## config.mk

```make
export PLATFORM = sky130hd
export DESIGN_NAME = crmc_top
export DESIGN_NICKNAME = d
export VERILOG_FILES = /design/src/rtl/crmc_pkg.sv /design/src/rtl/crmc_pin_sync.sv /design/src/rtl/crmc_top.sv
export SDC_FILE = /design/constraint.sdc
export NUM_CORES = 1
export LEC_CHECK = 0
export ABC_CLOCK_PERIOD_IN_PS = 4920
export BUFFER_PORTS_ARGS = -buffer_cell sky130_fd_sc_hd__buf_2
export CORE_MARGIN = 1
export CORE_UTILIZATION = 47
export CTS_CLUSTER_SIZE = 14
export DETAILED_ROUTE_END_ITERATION = 12
export PLACE_DENSITY = 0.7
export SETUP_SLACK_MARGIN = 0.2
export SLEW_MARGIN = 30
export SYNTH_ARGS = -nofsm -noshare
export SYNTH_HDL_FRONTEND = slang
export SYNTH_SLANG_ARGS = --single-unit
```

## constraint.sdc

```tcl
create_clock -name core_clk -period 4.92 [get_ports core_clk]
set_input_delay 0.738 -clock core_clk [delete_from_list [all_inputs] [get_ports core_clk]]
set_output_delay 0.738 -clock core_clk [all_outputs]
set_load 0.02 [all_outputs]
```

## src/rtl/crmc_pkg.sv

```systemverilog
// Purpose: Shared constants and types for the card reader mode control block
// Assumes: Byte-wide register port, 10 MHz core clock
// Notes: Event bit order is shared by enable, request and live status registers
package crmc_pkg;
   // Register offsets
   localparam logic [7:0] CRMC_ADDR_CTRL = 8'h00;
   localparam logic [7:0] CRMC_ADDR_CFG1 = 8'h01;
   localparam logic [7:0] CRMC_ADDR_CFG2 = 8'h02;
   localparam logic [7:0] CRMC_ADDR_CFG3 = 8'h03;
   localparam logic [7:0] CRMC_ADDR_IE_LO = 8'h04;
   localparam logic [7:0] CRMC_ADDR_IE_HI = 8'h05;
   localparam logic [7:0] CRMC_ADDR_IRQ_LO = 8'h10;
   localparam logic [7:0] CRMC_ADDR_IRQ_HI = 8'h11;
   localparam logic [7:0] CRMC_ADDR_STAT = 8'h12;
   // Reset values
   localparam logic [7:0] CRMC_CTRL_RESET = 8'h18;
   localparam logic [7:0] CRMC_ZERO_RESET = 8'h00;
   // Control register fields
   localparam int CRMC_CTRL_WAKE = 0;
   localparam int CRMC_CTRL_MODE_LSB = 1;
   localparam int CRMC_CTRL_SW1 = 3;
   localparam int CRMC_CTRL_SW2 = 4;
   localparam logic [7:0] CRMC_CTRL_WR_MASK = 8'h1f;
   // Configuration register 1 fields and register 2 clock source
   localparam int CRMC_CFG1_ACTHI = 0;
   localparam int CRMC_CFG1_PULSE = 1;
   localparam int CRMC_CLKSRC_W = 5;
   localparam logic [4:0] CRMC_CLKSRC_DEFAULT = 5'h00;
   // Event bit positions
   localparam int CRMC_EV_CARD = 0;
   localparam int CRMC_EV_BUSY = 1;
   localparam int CRMC_EV_VBUS = 2;
   localparam int CRMC_EV_VSD = 3;
   localparam int CRMC_EV_VTM = 4;
   localparam int CRMC_EV_SUSP = 5;
   localparam int CRMC_EV_FS = 6;
   localparam int CRMC_NUM_EV = 7;
   // Timing
   localparam int CRMC_CLK_HZ = 10_000_000;
   localparam int CRMC_IRQ_PULSE_MS = 10;
   localparam int CRMC_IRQ_PULSE_CYCLES = CRMC_IRQ_PULSE_MS * (CRMC_CLK_HZ / 1000);
   // Edges after release before the synchronised strap is trusted
   localparam int CRMC_STRAP_WAIT = 4;
   // Pin input count
   localparam int CRMC_NUM_PINS = 10;

   typedef enum logic [1:0] {
      CRMC_SLOT_NONE = 2'b00,
      CRMC_SLOT_ONE = 2'b01,
      CRMC_SLOT_TWO = 2'b10
   } crmc_slot_t;

   // Two-bit card reader field; both 00 and 11 mean inactive
   function automatic crmc_slot_t crmc_decode_slot(input logic [1:0] fld);
      case (fld)
         2'b01: crmc_decode_slot = CRMC_SLOT_ONE;
         2'b10: crmc_decode_slot = CRMC_SLOT_TWO;
         default: crmc_decode_slot = CRMC_SLOT_NONE;
      endcase
   endfunction : crmc_decode_slot
endpackage : crmc_pkg

```

## src/rtl/crmc_pin_sync.sv

```systemverilog
// Purpose: Three-stage pin synchroniser with agreement filter
// Assumes: Inputs asynchronous to core_clk
// Notes: A change is taken once stages two and three agree
`timescale 1ns/100ps
module crmc_pin_sync #(
   parameter int WIDTH = 1
) (
   input wire logic core_clk,
   input wire logic rst_sync_b,
   input wire logic [WIDTH-1:0] pin_in,
   output logic [WIDTH-1:0] pin_out
);
   typedef struct packed {
      logic [WIDTH-1:0] s1;
      logic [WIDTH-1:0] s2;
      logic [WIDTH-1:0] s3;
      logic [WIDTH-1:0] q;
   } crmc_sync_t;

   crmc_sync_t st_ff;
   crmc_sync_t nxt_st;

   always_comb begin
      nxt_st = st_ff;
      nxt_st.s1 = pin_in;
      nxt_st.s2 = st_ff.s1;
      nxt_st.s3 = st_ff.s2;
      // First stage is read by the second stage only
      for (int i = 0; i < WIDTH; i++) begin
         if (st_ff.s2[i] == st_ff.s3[i]) begin
            nxt_st.q[i] = st_ff.s3[i];
         end
      end
   end

   always_ff @(posedge core_clk or negedge rst_sync_b) begin
      if (!rst_sync_b) begin
         st_ff <= '0;
      end else begin
         st_ff <= nxt_st;
      end
   end

   assign pin_out = st_ff.q;
endmodule : crmc_pin_sync

```

## src/rtl/crmc_top.sv

```systemverilog
// Purpose: Mode selection, slot switches, interrupt and busy logic
// Assumes: Serial register engine outside presents one-cycle read/write strobes
// Notes: Strap is read only once the pin synchroniser holds the real level
// What this block does
// - Simple control low mode pin means pass-through; high means reader on slot 1.
// - Simple control keeps interrupts off, default clock, error and busy outputs live.
// - Mode pin rising in simple control attaches slot 1 and drives busy low.
// - Busy output low exactly while card-reader mode is in effect, both schemes.
// - Slot switch bit writes act at once, asleep or in reader mode.
// - Slot attached to the reader ignores its switch bit; the other still obeys.
// - Reader field written while asleep only takes effect after waking.
// - Reader field 00 and 11 inactive, 01 slot 1, 10 slot 2, reset 00.
// - Control bit 0 is wake request, reset 0; asleep means pass-through.
// - Switch bits close switches when 1, reset 1; slot 1 has card-present line.
// - Shared pin is error output in simple control, interrupt in serial control.
// - Sources masked after reset; masked events still set request bits.
// - Reading a request register clears it; status shows live conditions.
// - Interrupt polarity selectable; hold until status read or fixed pulse.
// - Interrupt pin floats while the wake bit is 0.
// - Connection, suspend, bus power and supply changes raise enabled interrupts.
// - Card events only for the slot in reader mode, never in pass-through.
// - Simple control: error output low on reader or supply errors in reader mode, mode kept.
// - Busy flag reads 1 while busy output is low; its change is an event.
// - Configuration 1 zero bits mean hold-until-read and active-low interrupt.
// - Switching reader slot drops busy for a cycle then raises it again.
`timescale 1ns/100ps
module crmc_top
   import crmc_pkg::*;
#(
   parameter int unsigned IRQ_PULSE_CYCLES = CRMC_IRQ_PULSE_CYCLES
) (
   input wire logic core_clk,
   input wire logic rst_b,
   input wire logic scheme_sel_pin,
   input wire logic mode_pin,
   input wire logic usb_connected,
   input wire logic usb_suspended,
   input wire logic bus_power_sense,
   input wire logic card_supply,
   input wire logic transceiver_supply,
   input wire logic card_present_line,
   input wire logic card2_present,
   input wire logic reader_error,
   input wire logic [7:0] reg_addr,
   input wire logic reg_wr,
   input wire logic reg_rd,
   input wire logic [7:0] reg_wdata,
   output logic [7:0] reg_rdata_ff,
   output logic busy_n_ff,
   output logic err_irq_ff,
   output logic err_irq_oe_ff,
   output logic slot1_sw_ff,
   output logic slot2_sw_ff,
   output logic [1:0] reader_slot_ff,
   output logic logic_on_ff,
   output logic [4:0] clk_src_ff
);
   localparam int CW = $clog2(IRQ_PULSE_CYCLES + 1);

   typedef struct packed {
      logic strap_done;
      logic scheme_i2c;
      logic [2:0] strap_cnt;
      logic [7:0] ctrl;
      logic [7:0] cfg1;
      logic [7:0] cfg2;
      logic [7:0] cfg3;
      logic [7:0] ie_lo;
      logic [7:0] ie_hi;
      logic [CRMC_NUM_EV-1:0] irq_lo;
      logic [CRMC_NUM_EV-1:0] live_prev;
      crmc_slot_t slot;
      logic irq_hold;
      logic [CW-1:0] pulse_cnt;
      logic [7:0] rdata;
      logic busy_n;
      logic int_out;
      logic int_oe;
      logic sw1;
      logic sw2;
      logic [4:0] clk_src;
      logic logic_on;
   } crmc_state_t;

   logic rst_m_ff;
   logic rst_sync_b;
   logic [CRMC_NUM_PINS-1:0] pins_s;
   logic sel_s, mode_s, conn_s, susp_s, vbus_s, vsd_s, vtm_s, cp1_s, cp2_s, err_s;
   crmc_state_t st_ff;
   crmc_state_t nxt_st;
   crmc_slot_t slot_req;
   logic [CRMC_NUM_EV-1:0] live;
   logic [CRMC_NUM_EV-1:0] events;
   logic hit_irq_lo;
   logic hit_stat;

   // Reset released through two flops
   always_ff @(posedge core_clk or negedge rst_b) begin
      if (!rst_b) begin
         rst_m_ff <= 1'b0;
         rst_sync_b <= 1'b0;
      end else begin
         rst_m_ff <= 1'b1;
         rst_sync_b <= rst_m_ff;
      end
   end

   crmc_pin_sync #(.WIDTH(CRMC_NUM_PINS)) i_crmc_pin_sync (
      .core_clk(core_clk),
      .rst_sync_b(rst_sync_b),
      .pin_in({scheme_sel_pin, mode_pin, usb_connected, usb_suspended, bus_power_sense,
               card_supply, transceiver_supply, card_present_line, card2_present,
               reader_error}),
      .pin_out(pins_s)
   );
   assign {sel_s, mode_s, conn_s, susp_s, vbus_s, vsd_s, vtm_s, cp1_s, cp2_s, err_s} = pins_s;

   assign hit_irq_lo = reg_rd && (reg_addr == CRMC_ADDR_IRQ_LO);
   assign hit_stat = reg_rd && (reg_addr == CRMC_ADDR_STAT);

   always_comb begin
      nxt_st = st_ff;
      // Strap caught once the synchroniser has filled, then frozen
      if (!st_ff.strap_done) begin
         if (st_ff.strap_cnt == 3'(CRMC_STRAP_WAIT)) begin
            nxt_st.strap_done = 1'b1;
            nxt_st.scheme_i2c = sel_s;
         end else begin
            nxt_st.strap_cnt = st_ff.strap_cnt + 3'h1;
         end
      end
      // Register writes; reserved control bits forced to zero, other registers stored as written
      if (reg_wr) begin
         case (reg_addr)
            CRMC_ADDR_CTRL: nxt_st.ctrl = reg_wdata & CRMC_CTRL_WR_MASK;
            CRMC_ADDR_CFG1: nxt_st.cfg1 = reg_wdata;
            CRMC_ADDR_CFG2: nxt_st.cfg2 = reg_wdata;
            CRMC_ADDR_CFG3: nxt_st.cfg3 = reg_wdata;
            CRMC_ADDR_IE_LO: nxt_st.ie_lo = reg_wdata;
            CRMC_ADDR_IE_HI: nxt_st.ie_hi = reg_wdata;
            default: ;
         endcase
      end
      // Requested reader slot per scheme
      slot_req = CRMC_SLOT_NONE;
      if (st_ff.strap_done) begin
         if (!st_ff.scheme_i2c) begin
            slot_req = mode_s ? CRMC_SLOT_ONE : CRMC_SLOT_NONE;
         end else if (st_ff.ctrl[CRMC_CTRL_WAKE]) begin
            // Asleep keeps pass-through; field acts only once awake
            slot_req = crmc_decode_slot(st_ff.ctrl[CRMC_CTRL_MODE_LSB +: 2]);
         end
      end
      // Direct slot swap passes through pass-through for one cycle
      if (st_ff.slot != CRMC_SLOT_NONE && slot_req != CRMC_SLOT_NONE &&
          slot_req != st_ff.slot) begin
         nxt_st.slot = CRMC_SLOT_NONE;
      end else begin
         nxt_st.slot = slot_req;
      end
      // Live conditions
      live = '0;
      live[CRMC_EV_BUSY] = (st_ff.slot != CRMC_SLOT_NONE);
      live[CRMC_EV_VBUS] = vbus_s;
      live[CRMC_EV_VSD] = vsd_s;
      live[CRMC_EV_VTM] = vtm_s;
      live[CRMC_EV_SUSP] = susp_s;
      live[CRMC_EV_FS] = conn_s;
      case (st_ff.slot)
         CRMC_SLOT_ONE: live[CRMC_EV_CARD] = cp1_s;
         CRMC_SLOT_TWO: live[CRMC_EV_CARD] = cp2_s;
         default: live[CRMC_EV_CARD] = 1'b0;
      endcase
      nxt_st.live_prev = live;
      events = live ^ st_ff.live_prev;
      // Card changes caused by leaving reader mode are not card events; entering with a card present raises one
      if (st_ff.slot == CRMC_SLOT_NONE || nxt_st.slot != st_ff.slot) begin
         events[CRMC_EV_CARD] = 1'b0;
      end
      // Read clears; a same-cycle event still sets
      if (hit_irq_lo) begin
         nxt_st.irq_lo = '0;
      end
      nxt_st.irq_lo = nxt_st.irq_lo | events;
      // Read data, registered one cycle after the strobe
      if (reg_rd) begin
         case (reg_addr)
            CRMC_ADDR_CTRL: nxt_st.rdata = st_ff.ctrl;
            CRMC_ADDR_CFG1: nxt_st.rdata = st_ff.cfg1;
            CRMC_ADDR_CFG2: nxt_st.rdata = st_ff.cfg2;
            CRMC_ADDR_CFG3: nxt_st.rdata = st_ff.cfg3;
            CRMC_ADDR_IE_LO: nxt_st.rdata = st_ff.ie_lo;
            CRMC_ADDR_IE_HI: nxt_st.rdata = st_ff.ie_hi;
            CRMC_ADDR_IRQ_LO: nxt_st.rdata = {1'b0, st_ff.irq_lo};
            CRMC_ADDR_STAT: nxt_st.rdata = {1'b0, live};
            default: nxt_st.rdata = CRMC_ZERO_RESET;
         endcase
      end
      // Interrupt hold: new enabled event wins over any clear
      if (|(events & st_ff.ie_lo[CRMC_NUM_EV-1:0])) begin
         nxt_st.irq_hold = 1'b1;
         nxt_st.pulse_cnt = CW'(IRQ_PULSE_CYCLES - 1);
      end else if (st_ff.irq_hold) begin
         if (st_ff.cfg1[CRMC_CFG1_PULSE]) begin
            if (st_ff.pulse_cnt == '0) begin
               nxt_st.irq_hold = 1'b0;
            end else begin
               nxt_st.pulse_cnt = st_ff.pulse_cnt - CW'(1);
            end
         end else if (hit_stat) begin
            nxt_st.irq_hold = 1'b0;
         end
      end
      // Shared pin
      if (st_ff.scheme_i2c) begin
         nxt_st.int_oe = st_ff.ctrl[CRMC_CTRL_WAKE];
         nxt_st.int_out = st_ff.cfg1[CRMC_CFG1_ACTHI] ? st_ff.irq_hold
                                                       : ~st_ff.irq_hold;
         nxt_st.clk_src = st_ff.cfg2[CRMC_CLKSRC_W-1:0];
      end else begin
         // Error output: low on reader fault or missing supply in reader mode, mode unchanged
         nxt_st.int_oe = 1'b1;
         nxt_st.int_out = ~((st_ff.slot != CRMC_SLOT_NONE) &&
                            (err_s || !vbus_s || !vsd_s || !vtm_s));
         nxt_st.clk_src = CRMC_CLKSRC_DEFAULT;
      end
      nxt_st.busy_n = (nxt_st.slot == CRMC_SLOT_NONE);
      nxt_st.logic_on = nxt_st.scheme_i2c ? nxt_st.ctrl[CRMC_CTRL_WAKE] : !nxt_st.busy_n;
      // Attached slot's switch bit is ignored and its host switches stay open
      nxt_st.sw1 = nxt_st.ctrl[CRMC_CTRL_SW1] && (nxt_st.slot != CRMC_SLOT_ONE);
      nxt_st.sw2 = nxt_st.ctrl[CRMC_CTRL_SW2] && (nxt_st.slot != CRMC_SLOT_TWO);
   end

   always_ff @(posedge core_clk or negedge rst_sync_b) begin
      if (!rst_sync_b) begin
         st_ff <= '0;
         st_ff.ctrl <= CRMC_CTRL_RESET;
         st_ff.busy_n <= 1'b1;
         st_ff.int_out <= 1'b1;
         st_ff.sw1 <= 1'b1;
         st_ff.sw2 <= 1'b1;
      end else begin
         st_ff <= nxt_st;
      end
   end

   assign reg_rdata_ff = st_ff.rdata;
   assign busy_n_ff = st_ff.busy_n;
   assign err_irq_ff = st_ff.int_out;
   assign err_irq_oe_ff = st_ff.int_oe;
   assign slot1_sw_ff = st_ff.sw1;
   assign slot2_sw_ff = st_ff.sw2;
   assign reader_slot_ff = st_ff.slot;
   assign logic_on_ff = st_ff.logic_on;
   assign clk_src_ff = st_ff.clk_src;
endmodule : crmc_top

```

==> results.sh, run 1 <==
export IMPL_fin_hold_ws_ns=0.100
export IMPL_root_buffer="clkbuf_16"
export IMPL_detail_route_antenna_nets=0
export IMPL_coreArea_um2=12600
export IMPL_worstMarginPinSlew_ns=0.839
export IMPL_dr_wl_met3_um=590
export IMPL_die_y_um=115
export IMPL_ys_types=61
export IMPL_clock_latency_ns=0.41
export IMPL_hold_buffers=0
export IMPL_period_share_pct=49.1
export IMPL_ys_top_cells_by_area="dfrtp_1 (58%), mux2_2 (9.7%), dfstp_2 (2.6%), mux2i_1 (2.5%), buf_4 (1.9%)"
export IMPL_clk_pin_slew_ns=0.06
export IMPL_nets=539
export IMPL_fin_crit_ns=2.41
export IMPL_ir_drop_v=0.000216
export IMPL_end_kind="flip-flop"
export IMPL_rsz0062_at_grt="no"
export IMPL_drive_above_1_share_pct=30.0
export IMPL_hold_violations=0
export IMPL_async_flop_share_pct=100
export IMPL_overflow=0
export IMPL_die_x_um=115
export IMPL_cts_setup_buffers=0
export IMPL_vias=3757
export IMPL_clock_path_buffers=2
export IMPL_pwr_share_seq_pct=47.0
export IMPL_netSwitchingPower_uw=670
export IMPL_track_usage_pct=19.5
export IMPL_fillerInstances=1029
export IMPL_critPathKind="in -> reg"
export IMPL_dr_pass1_iters=11
export IMPL_setup_tns_ns=0
export IMPL_avgRoutedWirePerCell_um=17.0
export IMPL_synth_top_area_cell="dfrtp_1"
export IMPL_power_density_nw_per_um2=407
export IMPL_power_uw=2850
export IMPL_syn_area_per_cell_um2=13.3
export IMPL_grt_max_degree=58
export IMPL_path_max_fanout=12
export IMPL_antenna_found_initial=0
export IMPL_syn_num_nets=491
export IMPL_cts_resized=0
export IMPL_p_leak_uw=0.00314
export IMPL_grt_pass1_vias=3691
export IMPL_synth_ff_type="dfrtp_1"
export IMPL_drc_errors=2
export IMPL_area_growth_pct=15.7
export IMPL_dr_max_layer_used="met4"
export IMPL_gp_congestion=0.853
export IMPL_portBuffers=50
export IMPL_p_clk_share_pct=46.1
export IMPL_first_iter_violations=205
export IMPL_yosys_warnings=0
export IMPL_synth_top_area_share_pct=57.6
export IMPL_maxSlewHeadroom_pct=43.5
export IMPL_clock_sinks=145
export IMPL_worstPathArrival_ns=2.71
export IMPL_ys_ff_latch=145
export IMPL_routed_wl_um=11700
export IMPL_dp_cells=656
export IMPL_cts_tree="yes"
export IMPL_p_comb_share_pct=6.9
export IMPL_yosysMostFrequentCell="dfrtp_1"
export IMPL_internal_power_uw=2180
export IMPL_synthesis_area_um2=6040
export IMPL_worst_r2r_path_depth=7
export IMPL_ys_seq_area_share_pct=60.2
export IMPL_finish_utilization_pct=55.6
export IMPL_cts_buffers=17
export IMPL_fin_cells=688
export IMPL_status="finished, violations left"
export IMPL_synth_edf_count=0
export IMPL_synthCells=455
export IMPL_htreeDepth=4
export IMPL_slew_viol_final=0
export IMPL_fmax_ghz=0.414
export IMPL_start_kind="primary input"
export IMPL_vias_per_cell=5.46
export IMPL_hold_class="in -> async"
export IMPL_drv_cap=0
export IMPL_diodes=0
export IMPL_io_pins=51
export IMPL_wl_met2_um=5320
export IMPL_start_util_pct=48.1
export IMPL_required_ns=5.21
export IMPL_swShare_pct=23.5
export IMPL_grt_pass1_wl_um=19200
export IMPL_fp_dieArea_um2=13300
export IMPL_rows=41
export IMPL_wl_met1_um=5670
export IMPL_ys_top_cells_by_count="dfrtp_1 (139), mux2_2 (52), nor2_1 (19), nand2_1 (18)"
export IMPL_setup_viol=0
export IMPL_place_detailed_hpwl_um=8230
export IMPL_violations="design-rule violations"
export IMPL_skew_ns=0.00746
-- critical path: stages --
cell,delay (ns)
buf_2,0.19
nor4_2,0.53
nand3_1,0.36
inv_1,0.16
nand3_1,0.32
mux2_2,0.40
-- per-stage QoR --
step | setup slack (ns) | instance area, µm²
final | 2.51 | 6990
after detailed placement | 2.12 | 6370
after global placement | 2.19 | 6370
after floorplan | 0.591 | 6040
after CTS | 2.51 | 6990
after global routing | 2.31 | 6990
-- state kept, by name (all words and copies together), names as in the netlist --
signal,cells
i_crmc_pin_sync.pin_out,10
rst_m_ff,1
busy_n_ff,1
err_irq_oe_ff,1
logic_on_ff,1
slot2_sw_ff,1
i_crmc_pin_sync.nxt_st,20
clk_src_ff,5
i_crmc_pin_sync.st_ff,10
reader_slot_ff,2
err_irq_ff,1
slot1_sw_ff,1
rst_sync_b,1
reg_rdata_ff,8
st_ff,82
-- logic make-up after synthesis --
| group | Yosys count | synth area share (%) |
|---|---|---|
| flip-flops | 145 | 60.2 |
| AND/OR/NAND/NOR | 95 | 9.46 |
| AO/OA/AOI/OAI | 75 | 8.90 |
| multiplexers | 67 | 12.2 |
| buffers and inverters | 35 | 3.27 |
| XOR/XNOR | 21 | 3.04 |
| adder cells (fa/ha/maj) | 16 | 2.90 |
| other | 1 | 0.0621 |
-- per-layer routing --
| metal | up-vias | track usage (%) |
|---|---|---|
| li1 | 1737 | - |
| met1 | 1910 | 27.6 |
| met5 | - | 0 |
| met4 | 0 | 7.53 |
| met3 | 11 | 4.69 |
| met2 | 99 | 29.0 |
-- layout by cell type, fill, tap and decap left out, types with 11 or more instances in the layout --
master     synthesis  final
inv_1             12     12
a22oi_1           11     11
xor2_1            12     12
dfrtp_1          139    138
mux2i_1           15     15
buf_2              2     50
clkbuf_16          0     17
nor2_1            19     19
mux2_2            52     52
nand2_1           18     18
-- final timing paths --
| path | startpoint | end | slack, ns |
|---|---|---|---|
| worst max-delay path | reg_addr[4] | st_ff[69] | 2.51 |
| worst min-delay path | rst_b | rst_sync_b | 0.10 |
| worst max register to register | reader_slot_ff[0] | st_ff[20] | 2.53 |
| worst min register to register | i_crmc_pin_sync.nxt_st[24] | i_crmc_pin_sync.nxt_st[14] | 0.35 |
| max in group asynchronous | rst_sync_b | st_ff[97] | 3.49 |
| min in group core_clk | i_crmc_pin_sync.nxt_st[24] | i_crmc_pin_sync.nxt_st[14] | 0.35 |
-- layout make-up --
type	count	area, µm²	area share (%)
clock buffers	19	443	6.34
clock inverters	13	175	2.51
inverters	12	45.0	0.644
multi-input cells	275	2210	31.6
flip-flops and latches	145	3640	52.1
well taps	172	215	3.08
repair buffers	52	265	3.79
-- power by group through the flow --
| stage | Sequential [µW] | Combinational [µW] | Clock, µW |
|---|---|---|---|
| floorplan | 1360 | 127 | 0 |
| global placement | 1360 | 191 | 0 |
| detailed placement | 1360 | 197 | 0 |
| CTS | 1340 | 199 | 1350 |
| global route | 1350 | 218 | 1400 |
| finish | 1340 | 196 | 1310 |
Power figures use the tool's default switching activity.
==> run 2: changes to the inputs <==
--- a/config.mk
+++ b/config.mk
@@ -5,7 +5,7 @@
 export SDC_FILE = /design/constraint.sdc
 export NUM_CORES = 1
 export LEC_CHECK = 0
-export ABC_CLOCK_PERIOD_IN_PS = 4920
+export ABC_CLOCK_PERIOD_IN_PS = 2240
 export BUFFER_PORTS_ARGS = -buffer_cell sky130_fd_sc_hd__buf_2
 export CORE_MARGIN = 1
 export CORE_UTILIZATION = 47
==> constraint.sdc (replaced) <==
create_clock -name core_clk -period 2.24 [get_ports core_clk]
set_input_delay 0.336 -clock core_clk [delete_from_list [all_inputs] [get_ports core_clk]]
set_output_delay 0.336 -clock core_clk [all_outputs]
set_load 0.02 [all_outputs]
==> results.sh, run 2 (synthesis results as in run 1) <==
export IMPL_nets=567
export IMPL_regArea_um2=3640
export IMPL_hold_violations=0
export IMPL_p_leak_uw=0.00326
export IMPL_power_uw=6030
export IMPL_largest_reg_flops=82
export IMPL_fin_crit_ns=2.10
export IMPL_slew_viol_final=0
export IMPL_clock_latency_ns=0.42
export IMPL_worstMarginPinSlew_ns=0.615
export IMPL_ir_drop_v=0.000594
export IMPL_start_util_pct=48.1
export IMPL_final_common_cell="dfrtp_1"
export IMPL_skew_ns=0.00602
export IMPL_setup_viol=0
export IMPL_hp_start="bus_power_sense"
export IMPL_power_density_nw_per_um2=834
export IMPL_grt_pass1_wl_um=20100
export IMPL_fin_hold_ws_ns=0.0196
export IMPL_start_kind="flip-flop"
export IMPL_ff2ff_setup_slack_ns=0.14
export IMPL_grt_max_degree=52
export IMPL_end_kind="flip-flop"
export IMPL_routed_wl_um=12100
export IMPL_coreArea_um2=12600
export IMPL_critPathKind="reg -> reg"
export IMPL_whs_path_depth=1
export IMPL_maxSlewHeadroom_pct=59.0
export IMPL_clk_pin_slew_ns=0.06
export IMPL_hold_class="in -> reg"
export IMPL_area_growth_pct=19.7
export IMPL_antenna_found_initial=0
export IMPL_worst_r2r_path_depth=5
export IMPL_timing_rr_start="st_ff[28]"
export IMPL_drv_cap=0
export IMPL_required_ns=2.52
export IMPL_die_y_um=115
export IMPL_regMostFlops="st_ff"
export IMPL_rsz0062_at_grt="yes"
export IMPL_path_max_fanout=7
export IMPL_vias_per_cell=5.41
export IMPL_detail_route_antenna_nets=0
export IMPL_netSwitchingPower_uw=1470
export IMPL_p_clk_share_pct=43.3
export IMPL_portBuffers=50
export IMPL_gp_congestion=0.821
export IMPL_drc_errors=0
export IMPL_cts_buffers=17
export IMPL_fmax_ghz=0.477
export IMPL_min_to="i_crmc_pin_sync.nxt_st[25]"
export IMPL_cts_tree="yes"
export IMPL_rows=41
export IMPL_diodes=0
export IMPL_period_share_pct=93.6
export IMPL_drive_above_1_share_pct=34.7
export IMPL_multiInputGateArea_um2=2260
export IMPL_clock_sinks=145
export IMPL_track_usage_pct=20.6
export IMPL_avgRoutedWirePerCell_um=16.9
export IMPL_grt_pass1_vias=3994
export IMPL_io_pins=51
export IMPL_pwr_share_seq_pct=48.8
export IMPL_fp_dieArea_um2=13300
export IMPL_clock_path_buffers=2
export IMPL_internal_power_uw=4560
export IMPL_htreeDepth=4
export IMPL_reg2reg_to="st_ff[28]"
export IMPL_worstPathArrival_ns=2.37
export IMPL_die_x_um=115
export IMPL_place_detailed_hpwl_um=8530
export IMPL_first_iter_violations=210
export IMPL_dr_pass1_iters=4
export IMPL_vias=3875
export IMPL_overflow=0
export IMPL_swShare_pct=24.4
export IMPL_status="complete, no violations"
export IMPL_setup_tns_ns=0
export IMPL_root_buffer="clkbuf_16"
export IMPL_fillerInstances=991
export IMPL_p_comb_share_pct=7.9
export IMPL_final_cell_mix="dfrtp_1 (137), mux2_2 (52), buf_2 (50)"
## run 2: cell types whose count changed in the layout (fill, tap and decap cells not counted), sizes merged
| cell | before | now |
|---|---|---|
| clkinv | 2 | 8 |
| inv | 16 | 13 |
| dlygate4sd3 | 0 | 3 |
| buf | 52 | 77 |
| clkbuf | 19 | 18 |
| bufinv | 3 | 1 |
## run 2: per-stage QoR
stage	setup WS (ns)	utilization [%]	area, µm²	instances
after floorplan	0.202	-	6050	455
after global placement	0.170	52.2	6560	677
after detailed placement	0.0155	52.2	6560	677
after CTS	0.152	57.1	7180	714
after global routing	0.0711	57.5	7230	716
final	0.144	57.5	7230	716
## run 2: what timing repair did
item | in CTS | in global routing
resized for setup | 5 | 7
buffers inserted | 2 | 2
hold buffers | 3 | 0
hold endpoints to repair | 4 | 0
pin swaps | 4 | 4
endpoints found under the setup margin | 13 | 16
## run 2: worst max path at each step
| stage | from | to | slack, ns |
|---|---|---|---|
| 2_1_floorplan | st_ff[27] | st_ff[23] | 0.20 |
| 3_3_place_gp | reader_slot_ff[0] | st_ff[20] | 0.17 |
| 3_5_place_dp | reader_slot_ff[0] | st_ff[20] | 0.02 |
| 4_1_cts | st_ff[27] | st_ff[28] | 0.15 |
| 5_1_grt | st_ff[27] | st_ff[33] | 0.07 |
| 6_report | st_ff[28] | st_ff[28] | 0.14 |
## run 2: metal layers
layer  part of all wire (%)  routed length (µm)  vias up  global-route usage [%]
li1                       -                   -     1799                       -
met1                     45                5470     1943                    27.4
met2                     48                5800      117                    31.9
met3                    5.7                 685       16                    5.38
met4                    1.3                 163        0                    8.66
met5                      0                   0        -                       0
## run 2: cell type report
type / instances / share of cell area (%)
clock buffer: 18 / 6.07
sequential: 145 / 50.4
timing repair buffer: 80 / 7.03
inverter: 12 / 0.623
clock inverter: 14 / 1.61
tap: 172 / 2.98
multi-input combinational: 275 / 31.3
## run 2: power groups by stage
stage               clock network [µW]  logic (µW)  registers (µW)
finish                            2610         478            2940
global route                      2790         525            2970
CTS                               2680         464            2940
detailed placement                   0         455            2980
global placement                     0         435            2970
floorplan                            0         279            2980
## run 2: critical path, stage by stage, from the launching register on
cell,delay (ns)
dfrtp_1,0.40
or4_4,0.55
or4_4,0.51
o211ai_1,0.22
xor2_1,0.18
nand2_1,0.09
